**config.mk**
```make
export PLATFORM = sky130hd
export DESIGN_NAME = boot_image_validator
export DESIGN_NICKNAME = d
export VERILOG_FILES = /design/src/core/boot_image_validator_pkg.sv /design/src/core/vector_check_if.sv /design/src/core/vector_checker.sv /design/src/core/boot_image_validator.sv
export VERILOG_INCLUDE_DIRS = /design/src /design/src/core
export SDC_FILE = /design/constraint.sdc
export NUM_CORES = 1
export LEC_CHECK = 0
export BUFFER_PORTS_ARGS = -buffer_cell sky130_fd_sc_hd__clkbuf_2
export CORE_MARGIN = 5
export CORE_UTILIZATION = 40
export DETAILED_ROUTE_END_ITERATION = 10
export PLACE_DENSITY = 0.75
export SYNTH_ARGS = -nofsm -noshare
export SYNTH_HDL_FRONTEND = slang
export SYNTH_SLANG_ARGS = --single-unit
```
**constraint.sdc**
```tcl
create_clock -name clk -period 1.75 [get_ports clk]
set_input_delay 0 -clock clk [delete_from_list [all_inputs] [get_ports clk]]
set_output_delay 0 -clock clk [all_outputs]
set_load 0.005 [all_outputs]
```
**src/core/boot_image_validator_defs.svh**
```systemverilog
// constants of the boot image validator: offsets, fields, counts
`ifndef BOOT_IMAGE_VALIDATOR_DEFS_SVH
`define BOOT_IMAGE_VALIDATOR_DEFS_SVH

// address map
`define BIV_RESET_VECTOR 32'h0000_0000
`define BIV_ROM_ALIAS_BASE 32'h0010_0000
`define BIV_REGION_MASK 32'hFFF0_0000

// image header: eight vector words, the sixth one is the descriptor
`define BIV_NUM_VECTORS 4'h8
`define BIV_HEADER_BYTES 32
`define BIV_DESC_INDEX 3'h5

// vector word fields
`define BIV_COND_MSB 31
`define BIV_COND_LSB 28
`define BIV_COND_ALWAYS 4'hE
`define BIV_BRANCH_MSB 27
`define BIV_BRANCH_LSB 24
`define BIV_BRANCH_CODE 4'hA
`define BIV_LDR_CLASS_MSB 27
`define BIV_LDR_CLASS_LSB 26
`define BIV_LDR_CLASS 2'h1
`define BIV_LDR_P_BIT 24
`define BIV_LDR_U_BIT 23
`define BIV_LDR_L_BIT 20
`define BIV_RN_MSB 19
`define BIV_RN_LSB 16
`define BIV_RD_MSB 15
`define BIV_RD_LSB 12
`define BIV_PC_REG 4'hF

// descriptor fields
`define BIV_BLOCKS_MSB 7
`define BIV_BLOCKS_LSB 0
`define BIV_PAGES_EXP_MSB 16
`define BIV_PAGES_EXP_LSB 13
`define BIV_PAGE_SIZE_MSB 31
`define BIV_PAGE_SIZE_LSB 17

// copy geometry: a block is 512 bytes, i.e. 128 words
`define BIV_BLOCK_BYTES 512
`define BIV_BLOCK_WORDS_LOG2 7

// rom descriptor structure: identity and routine entry points
`define BIV_ROM_DESC_ADDR 32'h0010_0040
// chip identity value is arbitrary, chosen for this block only
`define BIV_CHIP_ID 32'h0000_0A5A
`define BIV_ENTRY_READ_NVM 32'h0010_0100
`define BIV_ENTRY_COPY 32'h0010_0200
`define BIV_ENTRY_UPLOAD 32'h0010_0300

`endif

```
**src/core/boot_image_validator_pkg.sv**
```systemverilog
// types of the boot image validator
package boot_image_validator_pkg;

  typedef enum logic [1:0] {
    SRC_SPI_FLASH,
    SRC_EEPROM,
    SRC_PARALLEL,
    SRC_NONE
  } nvm_src_t;

  typedef enum {
    ST_STRAP,
    ST_EXT_BOOT,
    ST_HDR_REQ,
    ST_HDR_WAIT,
    ST_NEXT_SRC,
    ST_COPY_REQ,
    ST_COPY_WAIT,
    ST_REMAP,
    ST_RUN,
    ST_UPLOAD
  } boot_state_t;

  typedef logic [31:0] word_t;

endpackage

```
**src/core/vector_check_if.sv**
```systemverilog
// carrier between the sequencer and the vector checker
`timescale 1ns/1ps
interface vector_check_if;
  logic [31:0] word;
  logic is_desc;
  logic word_ok;
  logic [7:0] blocks;
  logic [3:0] pages_exp;
  logic [14:0] page_size;

  modport seq (output word, output is_desc, input word_ok, input blocks, input pages_exp,
               input page_size);
  modport chk (input word, input is_desc, output word_ok, output blocks, output pages_exp,
               output page_size);
endinterface

```
**src/core/vector_checker.sv**
```systemverilog
// vector word checker and descriptor field decoder
`timescale 1ns/1ps
`include "boot_image_validator_defs.svh"

module vector_checker (
  vector_check_if.chk vc
);

  logic cond_ok;
  logic is_branch;
  logic is_pc_load;

  // top nibble must be the always condition
  assign cond_ok = vc.word[`BIV_COND_MSB:`BIV_COND_LSB] == `BIV_COND_ALWAYS;
  // branch: class 1010, offset free
  assign is_branch = vc.word[`BIV_BRANCH_MSB:`BIV_BRANCH_LSB] == `BIV_BRANCH_CODE;
  // pc relative load into pc; write-back and up/down left free
  assign is_pc_load = (vc.word[`BIV_LDR_CLASS_MSB:`BIV_LDR_CLASS_LSB] == `BIV_LDR_CLASS)
                    && vc.word[`BIV_LDR_P_BIT] && vc.word[`BIV_LDR_L_BIT]
                    && (vc.word[`BIV_RN_MSB:`BIV_RN_LSB] == `BIV_PC_REG)
                    && (vc.word[`BIV_RD_MSB:`BIV_RD_LSB] == `BIV_PC_REG);

  // descriptor word is exempt from the opcode test
  assign vc.word_ok = vc.is_desc || (cond_ok && (is_branch || is_pc_load));

  // reserved bits 12..8 are never looked at
  assign vc.blocks = vc.word[`BIV_BLOCKS_MSB:`BIV_BLOCKS_LSB];
  assign vc.pages_exp = vc.word[`BIV_PAGES_EXP_MSB:`BIV_PAGES_EXP_LSB];
  assign vc.page_size = vc.word[`BIV_PAGE_SIZE_MSB:`BIV_PAGE_SIZE_LSB];

endmodule // vector_checker

```
**src/core/boot_image_validator.sv**
```systemverilog
// boot image validator: probes memories, checks vectors, copies image, remaps
`timescale 1ns/1ps
`include "boot_image_validator_defs.svh"

// Operation
// - with boot-mode-select high at reset, boot starts from the reset vector at zero
// - before remap rom answers both at zero and at the alias base
// - search memories, copy valid image to sram, remap, then branch to zero
// - validity judged only from the first 32 bytes, eight vector words
// - sixth vector word is exempt and holds the download descriptor
// - each checked word needs the always condition code in bits 31..28
// - pc load needs base and destination fields 15, load and pre-index set
// - pc load accepts either value of the up/down bit
// - descriptor bits 7..0 give the count of 512-byte blocks to copy
// - descriptor bits 16..13 give exponent n, flash page count is two to n
// - descriptor bits 31..17 give the serial flash page size in bytes
// - for eeprom or parallel memory only the block count is used
// - copy length always comes from the descriptor word
// - with no valid image anywhere, fall back to serial or usb upload
// - rom holds a fixed descriptor with chip identity and routine entry points
// - probe order: flash on chip select zero, eeprom, then parallel memory
module boot_image_validator (
  // clock and reset
  input wire logic clk,
  input wire logic arst_n,
  // strap and product options
  input wire logic boot_mode_select,
  input wire logic has_ext_bus,
  // non-volatile memory word read port
  output logic nvm_req,
  output boot_image_validator_pkg::nvm_src_t nvm_src,
  output logic [16:0] nvm_addr,
  input wire logic nvm_ack,
  input wire logic nvm_nak,
  input wire logic [31:0] nvm_rdata,
  // internal sram write port
  output logic sram_we,
  output logic [14:0] sram_waddr,
  output logic [31:0] sram_wdata,
  // processor address decode
  input wire logic [31:0] cpu_addr,
  output logic rom_sel,
  output logic sram_sel,
  // rom descriptor structure read
  input wire logic [1:0] rom_desc_idx,
  output logic [31:0] rom_desc_data,
  // boot outcome
  output logic remap,
  output logic cpu_start,
  output logic [31:0] cpu_start_addr,
  output logic ext_boot,
  output logic upload_mode,
  output boot_image_validator_pkg::nvm_src_t boot_src,
  output logic [7:0] image_blocks,
  output logic [3:0] flash_pages_exp,
  output logic [15:0] flash_pages,
  output logic [14:0] flash_page_size
);

  ////////////////////////////////////////////////////////////////////////////
  // declarations

  boot_image_validator_pkg::boot_state_t state_r;
  boot_image_validator_pkg::nvm_src_t src_r;
  logic [2:0] hdr_idx_r;
  logic hdr_ok_r;
  logic [7:0] blocks_r;
  logic [3:0] pages_exp_r;
  logic [14:0] page_size_r;
  logic [14:0] copy_idx_r;
  logic [14:0] copy_words;
  logic copy_last;
  logic hdr_last;

  vector_check_if vc ();

  vector_checker u_checker (
    .vc(vc.chk)
  );

  assign vc.word = nvm_rdata;
  assign vc.is_desc = hdr_idx_r == `BIV_DESC_INDEX;

  // copy length derived solely from the descriptor
  assign copy_words = {blocks_r, {`BIV_BLOCK_WORDS_LOG2{1'b0}}};
  assign copy_last = copy_idx_r == (copy_words - 15'h0001);
  assign hdr_last = hdr_idx_r == 3'(`BIV_NUM_VECTORS - 4'h1);

  ////////////////////////////////////////////////////////////////////////////
  // boot sequencer

  always_ff @(posedge clk or negedge arst_n) begin
    if (!arst_n) begin
      state_r <= boot_image_validator_pkg::ST_STRAP;
    end else begin
      case (state_r)
        boot_image_validator_pkg::ST_STRAP: begin
          // strap sampled on the first clock after release
          if (boot_mode_select) begin
            state_r <= boot_image_validator_pkg::ST_HDR_REQ;
          end else begin
            state_r <= boot_image_validator_pkg::ST_EXT_BOOT;
          end
        end
        boot_image_validator_pkg::ST_EXT_BOOT: begin
          state_r <= boot_image_validator_pkg::ST_EXT_BOOT;
        end
        boot_image_validator_pkg::ST_HDR_REQ: begin
          state_r <= boot_image_validator_pkg::ST_HDR_WAIT;
        end
        boot_image_validator_pkg::ST_HDR_WAIT: begin
          if (nvm_nak) begin
            state_r <= boot_image_validator_pkg::ST_NEXT_SRC;
          end else if (nvm_ack) begin
            if (!hdr_last) begin
              state_r <= boot_image_validator_pkg::ST_HDR_REQ;
            end else if (hdr_ok_r && vc.word_ok && blocks_r != 8'h00) begin
              state_r <= boot_image_validator_pkg::ST_COPY_REQ;
            end else if (hdr_ok_r && vc.word_ok) begin
              state_r <= boot_image_validator_pkg::ST_REMAP;
            end else begin
              state_r <= boot_image_validator_pkg::ST_NEXT_SRC;
            end
          end
        end
        boot_image_validator_pkg::ST_NEXT_SRC: begin
          // flash, then eeprom, then parallel memory when the bus exists
          if (src_r == boot_image_validator_pkg::SRC_SPI_FLASH ||
              (src_r == boot_image_validator_pkg::SRC_EEPROM && has_ext_bus)) begin
            state_r <= boot_image_validator_pkg::ST_HDR_REQ;
          end else begin
            state_r <= boot_image_validator_pkg::ST_UPLOAD;
          end
        end
        boot_image_validator_pkg::ST_COPY_REQ: begin
          state_r <= boot_image_validator_pkg::ST_COPY_WAIT;
        end
        boot_image_validator_pkg::ST_COPY_WAIT: begin
          if (nvm_nak) begin
            state_r <= boot_image_validator_pkg::ST_UPLOAD;
          end else if (nvm_ack && copy_last) begin
            state_r <= boot_image_validator_pkg::ST_REMAP;
          end else if (nvm_ack) begin
            state_r <= boot_image_validator_pkg::ST_COPY_REQ;
          end
        end
        boot_image_validator_pkg::ST_REMAP: begin
          state_r <= boot_image_validator_pkg::ST_RUN;
        end
        boot_image_validator_pkg::ST_RUN: begin
          state_r <= boot_image_validator_pkg::ST_RUN;
        end
        boot_image_validator_pkg::ST_UPLOAD: begin
          state_r <= boot_image_validator_pkg::ST_UPLOAD;
        end
        default: begin
          state_r <= boot_image_validator_pkg::ST_STRAP;
        end
      endcase
    end
  end

  ////////////////////////////////////////////////////////////////////////////
  // source selection and header scan

  always_ff @(posedge clk or negedge arst_n) begin
    if (!arst_n) begin
      src_r <= boot_image_validator_pkg::SRC_SPI_FLASH;
    end else if (state_r == boot_image_validator_pkg::ST_NEXT_SRC) begin
      case (src_r)
        boot_image_validator_pkg::SRC_SPI_FLASH: src_r <= boot_image_validator_pkg::SRC_EEPROM;
        boot_image_validator_pkg::SRC_EEPROM: begin
          src_r <= has_ext_bus ? boot_image_validator_pkg::SRC_PARALLEL
                               : boot_image_validator_pkg::SRC_NONE;
        end
        default: src_r <= boot_image_validator_pkg::SRC_NONE;
      endcase
    end
  end

  always_ff @(posedge clk or negedge arst_n) begin
    if (!arst_n) begin
      hdr_idx_r <= 3'h0;
      hdr_ok_r <= 1'b1;
    end else if (state_r == boot_image_validator_pkg::ST_NEXT_SRC) begin
      hdr_idx_r <= 3'h0;
      hdr_ok_r <= 1'b1;
    end else if (state_r == boot_image_validator_pkg::ST_HDR_WAIT && nvm_ack && !nvm_nak) begin
      hdr_idx_r <= hdr_idx_r + 3'h1;
      hdr_ok_r <= hdr_ok_r && vc.word_ok;
    end
  end

  // descriptor capture from the sixth word
  always_ff @(posedge clk or negedge arst_n) begin
    if (!arst_n) begin
      blocks_r <= 8'h00;
      pages_exp_r <= 4'h0;
      page_size_r <= 15'h0000;
    end else if (state_r == boot_image_validator_pkg::ST_HDR_WAIT && nvm_ack && vc.is_desc) begin
      blocks_r <= vc.blocks;
      if (src_r == boot_image_validator_pkg::SRC_SPI_FLASH) begin
        pages_exp_r <= vc.pages_exp;
        page_size_r <= vc.page_size;
      end else begin
        pages_exp_r <= 4'h0;
        page_size_r <= 15'h0000;
      end
    end
  end

  always_ff @(posedge clk or negedge arst_n) begin
    if (!arst_n) begin
      copy_idx_r <= 15'h0000;
    end else if (state_r == boot_image_validator_pkg::ST_NEXT_SRC) begin
      copy_idx_r <= 15'h0000;
    end else if (state_r == boot_image_validator_pkg::ST_COPY_WAIT && nvm_ack && !nvm_nak) begin
      copy_idx_r <= copy_idx_r + 15'h0001;
    end
  end

  ////////////////////////////////////////////////////////////////////////////
  // memory read port and sram writes

  always_ff @(posedge clk or negedge arst_n) begin
    if (!arst_n) begin
      nvm_req <= 1'b0;
      nvm_src <= boot_image_validator_pkg::SRC_SPI_FLASH;
      nvm_addr <= 17'h00000;
    end else begin
      nvm_req <= state_r == boot_image_validator_pkg::ST_HDR_REQ ||
                 state_r == boot_image_validator_pkg::ST_COPY_REQ;
      nvm_src <= src_r;
      if (state_r == boot_image_validator_pkg::ST_HDR_REQ) begin
        nvm_addr <= {12'h000, hdr_idx_r, 2'b00};
      end else if (state_r == boot_image_validator_pkg::ST_COPY_REQ) begin
        nvm_addr <= {copy_idx_r, 2'b00};
      end
    end
  end

  always_ff @(posedge clk or negedge arst_n) begin
    if (!arst_n) begin
      sram_we <= 1'b0;
      sram_waddr <= 15'h0000;
      sram_wdata <= 32'h0000_0000;
    end else begin
      sram_we <= state_r == boot_image_validator_pkg::ST_COPY_WAIT && nvm_ack && !nvm_nak;
      if (state_r == boot_image_validator_pkg::ST_COPY_WAIT && nvm_ack) begin
        sram_waddr <= copy_idx_r;
        sram_wdata <= nvm_rdata;
      end
    end
  end

  ////////////////////////////////////////////////////////////////////////////
  // boot outcome

  always_ff @(posedge clk or negedge arst_n) begin
    if (!arst_n) begin
      remap <= 1'b0;
      cpu_start <= 1'b0;
      cpu_start_addr <= `BIV_RESET_VECTOR;
      ext_boot <= 1'b0;
      upload_mode <= 1'b0;
      boot_src <= boot_image_validator_pkg::SRC_NONE;
      image_blocks <= 8'h00;
      flash_pages_exp <= 4'h0;
      flash_pages <= 16'h0000;
      flash_page_size <= 15'h0000;
    end else begin
      cpu_start <= state_r == boot_image_validator_pkg::ST_REMAP;
      cpu_start_addr <= `BIV_RESET_VECTOR;
      if (state_r == boot_image_validator_pkg::ST_REMAP) begin
        remap <= 1'b1;
        boot_src <= src_r;
        image_blocks <= blocks_r;
        flash_pages_exp <= pages_exp_r;
        flash_pages <= 16'h0001 << pages_exp_r;
        flash_page_size <= page_size_r;
      end
      if (state_r == boot_image_validator_pkg::ST_EXT_BOOT) begin
        ext_boot <= 1'b1;
      end
      if (state_r == boot_image_validator_pkg::ST_UPLOAD) begin
        upload_mode <= 1'b1;
      end
    end
  end

  ////////////////////////////////////////////////////////////////////////////
  // address decode and rom descriptor

  always_ff @(posedge clk or negedge arst_n) begin
    if (!arst_n) begin
      rom_sel <= 1'b0;
      sram_sel <= 1'b0;
    end else begin
      if ((cpu_addr & `BIV_REGION_MASK) == `BIV_ROM_ALIAS_BASE) begin
        rom_sel <= 1'b1;
        sram_sel <= 1'b0;
      end else if ((cpu_addr & `BIV_REGION_MASK) == `BIV_RESET_VECTOR) begin
        rom_sel <= !remap;
        sram_sel <= remap;
      end else begin
        rom_sel <= 1'b0;
        sram_sel <= 1'b0;
      end
    end
  end

  always_ff @(posedge clk or negedge arst_n) begin
    if (!arst_n) begin
      rom_desc_data <= 32'h0000_0000;
    end else begin
      case (rom_desc_idx)
        2'h0: rom_desc_data <= `BIV_CHIP_ID;
        2'h1: rom_desc_data <= `BIV_ENTRY_READ_NVM;
        2'h2: rom_desc_data <= `BIV_ENTRY_COPY;
        default: rom_desc_data <= `BIV_ENTRY_UPLOAD;
      endcase
    end
  end

endmodule // boot_image_validator

```
# Word-level counts from Yosys, hierarchy flattened
# Index checks and enable logic that the tools add are counted.
# op_classes
n_addsub,3
eq_ne,31
shift,1
mux,28
n_reduce_logical,30
# op_table
cell,count
32-bit case mux with 9 select lines,1
"32-bit by 3-bit equality test with 1-bit output, second input constant",6
"32-bit by 4-bit equality test with 1-bit output, second input constant",6
32-bit 2-to-1 mux,5
"32-bit by 2-bit equality test with 1-bit output, second input constant",3
32-bit zero test,2
21-bit case mux with 3 select lines,1
15-bit 2-to-1 mux,3
17-bit 2-to-1 mux,2
"32-bit by 1-bit equality test with 1-bit output, second input constant",1
"32-bit by 5-bit equality test with 1-bit output, second input constant",1
"4-bit equality test, second input constant",4
"1-bit by 4-bit << shifter with 16-bit output, first input constant",1
"15-bit by 1-bit adder with 15-bit output, second input constant",1
15-bit equality test,1
"15-bit by 1-bit subtractor with 15-bit output, second input constant",1
1-bit logical AND,14
"12-bit by 1-bit equality test with 1-bit output, second input constant",1
3-bit 2-to-1 mux,3
4-bit 2-to-1 mux,2
8-bit nonzero test,1
1-bit 2-to-1 mux,7
"2-bit by 1-bit equality test with 1-bit output, second input constant",3
"3-bit equality test, second input constant",2
12 further kinds,21
# totals
ff_bits,231
input_bits,72
word_cells,119

# Logic depth before layout (Yosys ltp)
# Gate-level depths: netlist (run 1).
# depth
ltp_word,15
depth_mapped,8

# Cells and area by module
# Synthesis (run 1) repeated with hierarchy kept, for this count alone.
# hier_totals
cells_unflattened,722
area_unflattened_um2,7923.8
# by_module_without_submodules
mod,n_inst,cells_each,area_per_inst_um2
boot_image_validator,1,688,7664.9
vector_checker,1,34,259.0

# Worst setup path after synthesis (run 1)
# No wires, ideal clock.
# synth_path
kind,register to register
start,register blocks_r[2]
end,register state_r[1]
setup_ns,0.110
arrival_time_ns,1.770
t_required_ns,1.640
setup_slack_ns,-0.131
stages_incl_launch_ff,6
period_less_slack_ns,1.881
path_cell_list,dfrtp_1 -> or4_1 -> nor4_1 -> xnor2_1 -> o211ai_1 -> o41ai_1
# synth_between
elab_chain_cells,7
# synth_rtl
element,line_no,rtl
from (decl),boot_image_validator.sv:67,logic [7:0] blocks_r;
from (signal assigned),boot_image_validator.sv:201,blocks_r <= vc.blocks;
"parallel branches: the longest is 7 deep, another holds 15-bit by 1-bit subtractor with 15-bit output",-,
to (signal assigned),boot_image_validator.sv:113,state_r <= boot_image_validator_pkg::ST_NEXT_SRC;
to (signal assigned),boot_image_validator.sv:116,state_r <= boot_image_validator_pkg::ST_HDR_REQ;
to (signal assigned),boot_image_validator.sv:118,state_r <= boot_image_validator_pkg::ST_COPY_REQ;
to (decl),boot_image_validator.sv:63,boot_image_validator_pkg::boot_state_t state_r;
# Parallel ways; which one is timed is not known. The select of a mux whose other input is x is not followed.
# A chain may end at the register's enable or synchronous reset.

# Worst setup path in the final report (run 1)
# layout_path
start,register state_r[0]
end,register copy_idx_r[10]
# layout_between
elab_chain_cells,4
# layout_rtl
element,line_no,rtl
from (signal assigned),boot_image_validator.sv:94,state_r <= boot_image_validator_pkg::ST_STRAP;
from (signal assigned),boot_image_validator.sv:100,state_r <= boot_image_validator_pkg::ST_HDR_REQ;
from (signal assigned),boot_image_validator.sv:102,state_r <= boot_image_validator_pkg::ST_EXT_BOOT;
32-bit by 4-bit equality test with 1-bit output,boot_image_validator.sv:217,end else if (state_r == boot_image_validator_pkg::ST_COPY_WAIT && nvm_ack && !nvm_nak) begin
1-bit logical AND (2 in a row),boot_image_validator.sv:217,
2-bit nonzero test (no line),-,
to (signal assigned),boot_image_validator.sv:218,copy_idx_r <= copy_idx_r + 15'h0001;
to (decl),boot_image_validator.sv:70,logic [14:0] copy_idx_r;
# Several ways; a longest one is shown, not always the timed one.

==> results of run 1 <==
how the worst max path moves through the flow:
stage,start,to,slack (ps),cells after the start
finish,state_r[0],copy_idx_r[10],-30,4
global route,hdr_idx_r[0],state_r[1],-100,6
CTS,state_r[0],copy_idx_r[10],-10,4
detailed placement,blocks_r[5],state_r[1],-100,5
global placement,blocks_r[5],state_r[1],-40,5
floorplan,blocks_r[3],state_r[1],-20,5
flip-flops by register name, summed over array words and instances (netlist names), 2 cells and up:
name / count
page_size_r: 15
nvm_addr: 15
flash_pages: 16
sram_waddr: 15
blocks_r: 8
rom_desc_data: 4
nvm_src: 2
flash_pages_exp: 4
hdr_idx_r: 3
pages_exp_r: 4
boot_src: 2
sram_wdata: 32
src_r: 2
flash_page_size: 15
state_r: 4
image_blocks: 8
copy_idx_r: 15
layer usage:
metal | vias up | GRT usage (%) | wire (um)
li1 | 2893 | - | -
met1 | 3027 | 23.1 | 8610
met2 | 183 | 30.0 | 10300
met3 | 27 | 3.86 | 1050
met4 | 0 | 6.00 | 376
met5 | - | 0 | 0
area by class of cell:
| class | count | area, sq um | area share, % |
|---|---|---|---|
| clock inverter | 10 | 128 | 1.25 |
| tap | 265 | 332 | 3.25 |
| clock buffer | 22 | 484 | 4.75 |
| multi-input combinational | 527 | 3110 | 30.5 |
| sequential | 173 | 4330 | 42.5 |
| timing repair buffer | 266 | 1770 | 17.4 |
| inverter | 10 | 37.5 | 0.368 |
kinds of logic (layout without fill, tap and decap cells):
family,Yosys count,after routing,synth area share [%]
xor gates and xnor gates,23,23,2.60
adders and majority gates,6,6,0.968
buffers and inverters,110,308,8.53
and+or+nand+nor,316,316,18.3
DFF,173,173,55.9
muxes,50,50,7.21
other,1,58,0.0483
AOI/OAI and AO/OA,74,74,6.50
power by group:
part           leakage, nW  switching (mW)  internal (mW)
Combinational         2.71            1.99           1.91
Sequential            2.28           0.638           4.92
Clock                0.294            1.59           2.28
Total                 5.29            4.21           9.11
metrics by stage:
step / std cells / hold slack [ps]
finish: 1273 / 47.0
global route: 1273 / 45.6
CTS: 1270 / 12.1
detailed placement: 1197 / -63.8
global placement: 1197 / -66.0
floorplan: 810 / -296
timing repair:
item                                    4_1_cts  5_1_grt
hold buffers                                 41        0
buffers inserted                              0        2
pin swaps                                     2        2
endpoints found under the hold margin       237        0
gates cloned                                  0        1
endpoints found under the setup margin        6       82
gates resized for setup                       6       12
worst max-delay path: cells and delay by family, from the launching register on:
family,cells,cell delay [ps]
AOI/OAI and AO/OA,2,520
DFF,1,410
and+or+nand+nor,2,780
synthesized netlist by cell type, types with 3 or more instances:
cell      count
nor2b_1       3
nand2b_1     13
buf_4        64
clkbuf_1     25
and3_1        3
mux2_1        3
nor3_1        8
o31ai_1      11
nand3_1      29
mux2_2       44
buf_2         7
nand2_1     202
or4_1         3
dfstp_2       3
buf_1         4
a21o_1        3
nor4_1        4
or3_1         5
dfrtp_1     170
nand4_1       8
nor2_1       22
ha_1          6
mux2i_1       3
a21oi_1      18
xor2_1       12
inv_1         9
o21ai_0      18
o41ai_1       7
xnor2_1      11
==> flow_summary.toml, run 1 <==
[logic_synthesis]
synth_cell_types = 58
netlist_area_sq_um = 7760
synth.top_cell.area_share_pct = 54.8
syn_inst = 753
ys_ff_latch = 173
async_flop_share_pct = 100
avgSynthCellArea_sq_um = 10.3
synth_edf_count = 0
ys_warn_count = 0
synth.area.top_cells = "dfrtp_1 55%, nand2_1 9.8%, mux2_2 6.4%, buf_4 6.2%, nand3_1 1.9%"
yosysTopAreaCell = "dfrtp_1"
ys.flop_type = "dfrtp_1"
seq_area_frac_synth_pct = 55.9

[drt]
drc = 0
ant_nets = 0
drt_first_pass_iters = 4
drt_iter0_markers = 390
routedWlPerCell_um = 15.9
wl_um = 20300
vias = 6130
via_per_inst = 4.82

[finish]
syn2layout_area_growth_pct = 31.4
layout_commonest_cell = "nand2_1"
nNetsFinal = 1073
diodes = 0
final_core_util_pct = 52.9
final_cell_mix = "201 x nand2_1, 175 x clkbuf_2, 169 x dfrtp_1"
drive_above_1_share_pct = 32.8
fillers = 1710
design_area_sq_um = 10200

[timing]
finalClockSkew_ps = 10.8
setup_viol = 2
grt_setup_unrepaired = "true"
min_period_ps = 1780
drv_slew = 0
period_share_pct = 101
fin_tns_setup_ps = -43.1
finalHoldViolCount = 0
fin_ws_ps = -25.9
fmaxAchievable_ghz = 0.563

[setup_path]
critPathArrivalTime_ps = 2130
cp-start-kind = "flip-flop"
r2r_end = "copy_idx_r[10]"
r2r_slack_ps = -30
r2r_start = "state_r[0]"
worstPathMaxFanout = 5
cp_slowest_cell = "or3b_4"
crit_required_ps = 2100
crit_chain = "or3b_4, a2111o_1, or3_1, a21oi_2"
critical_path_class = "flip-flop to flip-flop"
crit_path_end_kind = "flip-flop"
slowest_delay_ps = 430
r2r_cells = 4

[power]
p_total_mw = 13.3
p_leak_nw = 5.29
p_per_area_nw_per_um2 = 1310
vdd_drop_max_uv = 734

[clocking]
clock_latency_ps = 420
htree_levels = 4
cts_buffers = 17
clk_pin_slew_worst_paths_ps = 70
tritoncts = "done"
clockBufferDepth = 2
clkSinkCount = 173
clockRootBuffer = "clkbuf_16"

[floorplan]
fp.dieH_um = 149
die_width_um = 149
start_util_pct = 40.3
core_sq_um = 19300
rows = 51
die_area_sq_um = 22300
io_pins = 255

[place]
routabilityCongestion = 0.848
placed_area_sq_um = 9040
pre_cts_ws_ps = -103
dpl.hpwl_um = 13700
io_buffers = 176

[outcome]
violations = "negative setup slack"
status = "finished with violations"

[global_routing]
antenna_found_initial = 0
grt.total_usage_pct = 17.9
grt_pass1_wl_um = 31900
grt_pass1_vias = 6111
grt_max_degree = 57
gr-total-overflow = 0

[hold_path]
worst_hold_path_type = "primary input to asynchronous set/reset pin"

[job]
max_cap_violations = 0
(Power assumes the default switching activity.)
==> inputs of run 2 (changes only) <==
==> constraint.sdc (replaced) <==
create_clock -name clk -period 1.75 [get_ports clk]
set_input_delay 0.2625 -clock clk [delete_from_list [all_inputs] [get_ports clk]]
set_output_delay 0.2625 -clock clk [all_outputs]
set_load 0.005 [all_outputs]
==> flow_summary.toml, run 2 (same netlist as run 1, synthesis figures left out) <==
[outcome]
status = "finished with violations"
violations = "negative setup slack"

[timing]
setup_viol = 5
finalClockSkew_ps = 7.71
fin_ws_ps = -65.8
slew_headroom_pct = 60.9
min_period_ps = 1820
fin_tns_setup_ps = -220
drv_slew = 0
period_share_pct = 104
finalHoldViolCount = 0
worstMarginPinSlew_ps = 587
grt_setup_unrepaired = "true"
fmaxAchievable_ghz = 0.551

[job]
max_cap_violations = 0

[clocking]
clockBufferDepth = 2
tritoncts = "done"
clock_latency_ps = 430
htree_levels = 4
clkSinkCount = 173
cts_buffers = 17
clk_pin_slew_worst_paths_ps = 70
clockRootBuffer = "clkbuf_16"

[floorplan]
rows = 51
start_util_pct = 40.3
die_width_um = 149
io_pins = 255
core_sq_um = 19300
die_area_sq_um = 22300
fp.dieH_um = 149

[drt]
via_per_inst = 4.82
ant_nets = 0
drt_first_pass_iters = 5
routedWlPerCell_um = 16.1
drt_iter0_markers = 373
drc = 0
wl_um = 20100
vias = 6016

[finish]
largestRegisters = "sram_wdata (32), flash_pages (16)"
largest_reg_flops = 32
nNetsFinal = 1047
layout_commonest_cell = "nand2_1"
fillers = 1743
final_core_util_pct = 51.6
syn2layout_area_growth_pct = 28.2
drive_above_1_share_pct = 35.0
multiInputGateArea_sq_um = 3120
final_cells = 1247
diodes = 0
register_area_sq_um = 4330
final_cell_mix = "200 x nand2_1, 175 x clkbuf_2, 170 x dfrtp_1"
regMostFlops = "sram_wdata"

[power]
p_total_mw = 13.3
p_per_area_nw_per_um2 = 1340
vdd_drop_max_uv = 877
p_leak_nw = 5.20

[setup_path]
critical_path_class = "flip-flop to flip-flop"
crit_path_end_kind = "flip-flop"
slowest_delay_ps = 420
worstPathMaxFanout = 5
cp_slowest_cell = "dfrtp_1"
cpLargestDelayFamily = "simple AND/OR/NAND/NOR gates"
critPathArrivalTime_ps = 2170
cp.buffers_inverters = 0
crit_required_ps = 2110
cp-start-kind = "flip-flop"
r2r_slack_ps = -70
crit_chain = "or3b_4, a2111o_1, or3_1, a21oi_2"

[place]
placed_cells = 1208
io_buffers = 176
dpl.hpwl_um = 14200
routabilityCongestion = 0.848

[global_routing]
grt_max_degree = 56
grt_pass1_wl_um = 31800
grt.total_usage_pct = 17.9
grt_pass1_vias = 6042
antenna_found_initial = 0
gr-total-overflow = 0

[hold_path]
worst_hold_path_type = "primary input to flip-flop"
==> run 2: cell count changes in the layout (fill, tap and decap cells not counted), sizes merged <==
cell	previous run	this run
clkbuf	198	195
clkinv	4	6
inv	12	16
bufinv	2	1
buf	49	61
dlygate4sd3	41	3
clkinvlp	2	0
==> run 2: timing repair <==
| item | 4_1_cts | 5_1_grt |
|---|---|---|
| setup buffers | 0 | 2 |
| gates resized for setup | 6 | 24 |
| hold buffers | 3 | 0 |
| endpoints found under the hold margin | 45 | 0 |
| endpoints found under the setup margin | 31 | 79 |
| gates cloned | 1 | 1 |
| pin swaps | 2 | 8 |
==> run 2: per-stage QoR <==
step           hold WS (ps)  area (sq um)  worst slack, ps
6_report               20.7          9940            -65.8
3_3_place_gp            283          9130             -148
2_1_floorplan         -33.1          8000            -20.0
3_5_place_dp            288          9130             -251
4_1_cts                3.46          9800            -65.1
5_1_grt                7.44          9940             -158
==> run 2: area by class of cell <==
cell class / instances / area share [%]
inverters: 10 / 0.377
multi-input cells: 527 / 31.4
flip-flops and latches: 173 / 43.6
well taps: 265 / 3.33
repair buffers: 240 / 15.5
clock inverters: 13 / 1.33
clock buffers: 19 / 4.45
==> run 2: final timing paths <==
kind	start	endpoint	cells after the start
worst min register to register	page_size_r[13]	flash_page_size[13]	2
min in group asynchronous	arst_n	sram_waddr[0]	2
worst max-delay path	state_r[3]	copy_idx_r[10]	4
worst min-delay path	cpu_addr[20]	sram_sel	2
max in group asynchronous	arst_n	sram_wdata[31]	3
worst max register to register	state_r[3]	copy_idx_r[10]	4
==> run 2: report_power, final <==
| part | leakage [nW] | switching, mW | internal [mW] |
|---|---|---|---|
| clock network | 0.287 | 1.66 | 2.04 |
| logic | 2.63 | 2.04 | 1.98 |
| registers | 2.28 | 0.636 | 4.92 |
| total | 5.20 | 4.34 | 8.94 |
==> run 2: metal layers <==
metal / share of wire, % / track usage, % / vias up
li1: - / - / 2843
met1: 43 / 23.5 / 2969
met2: 50 / 30.0 / 180
met3: 5.6 / 4.04 / 24
met4: 1.3 / 5.40 / 0
met5: 0 / 0 / -
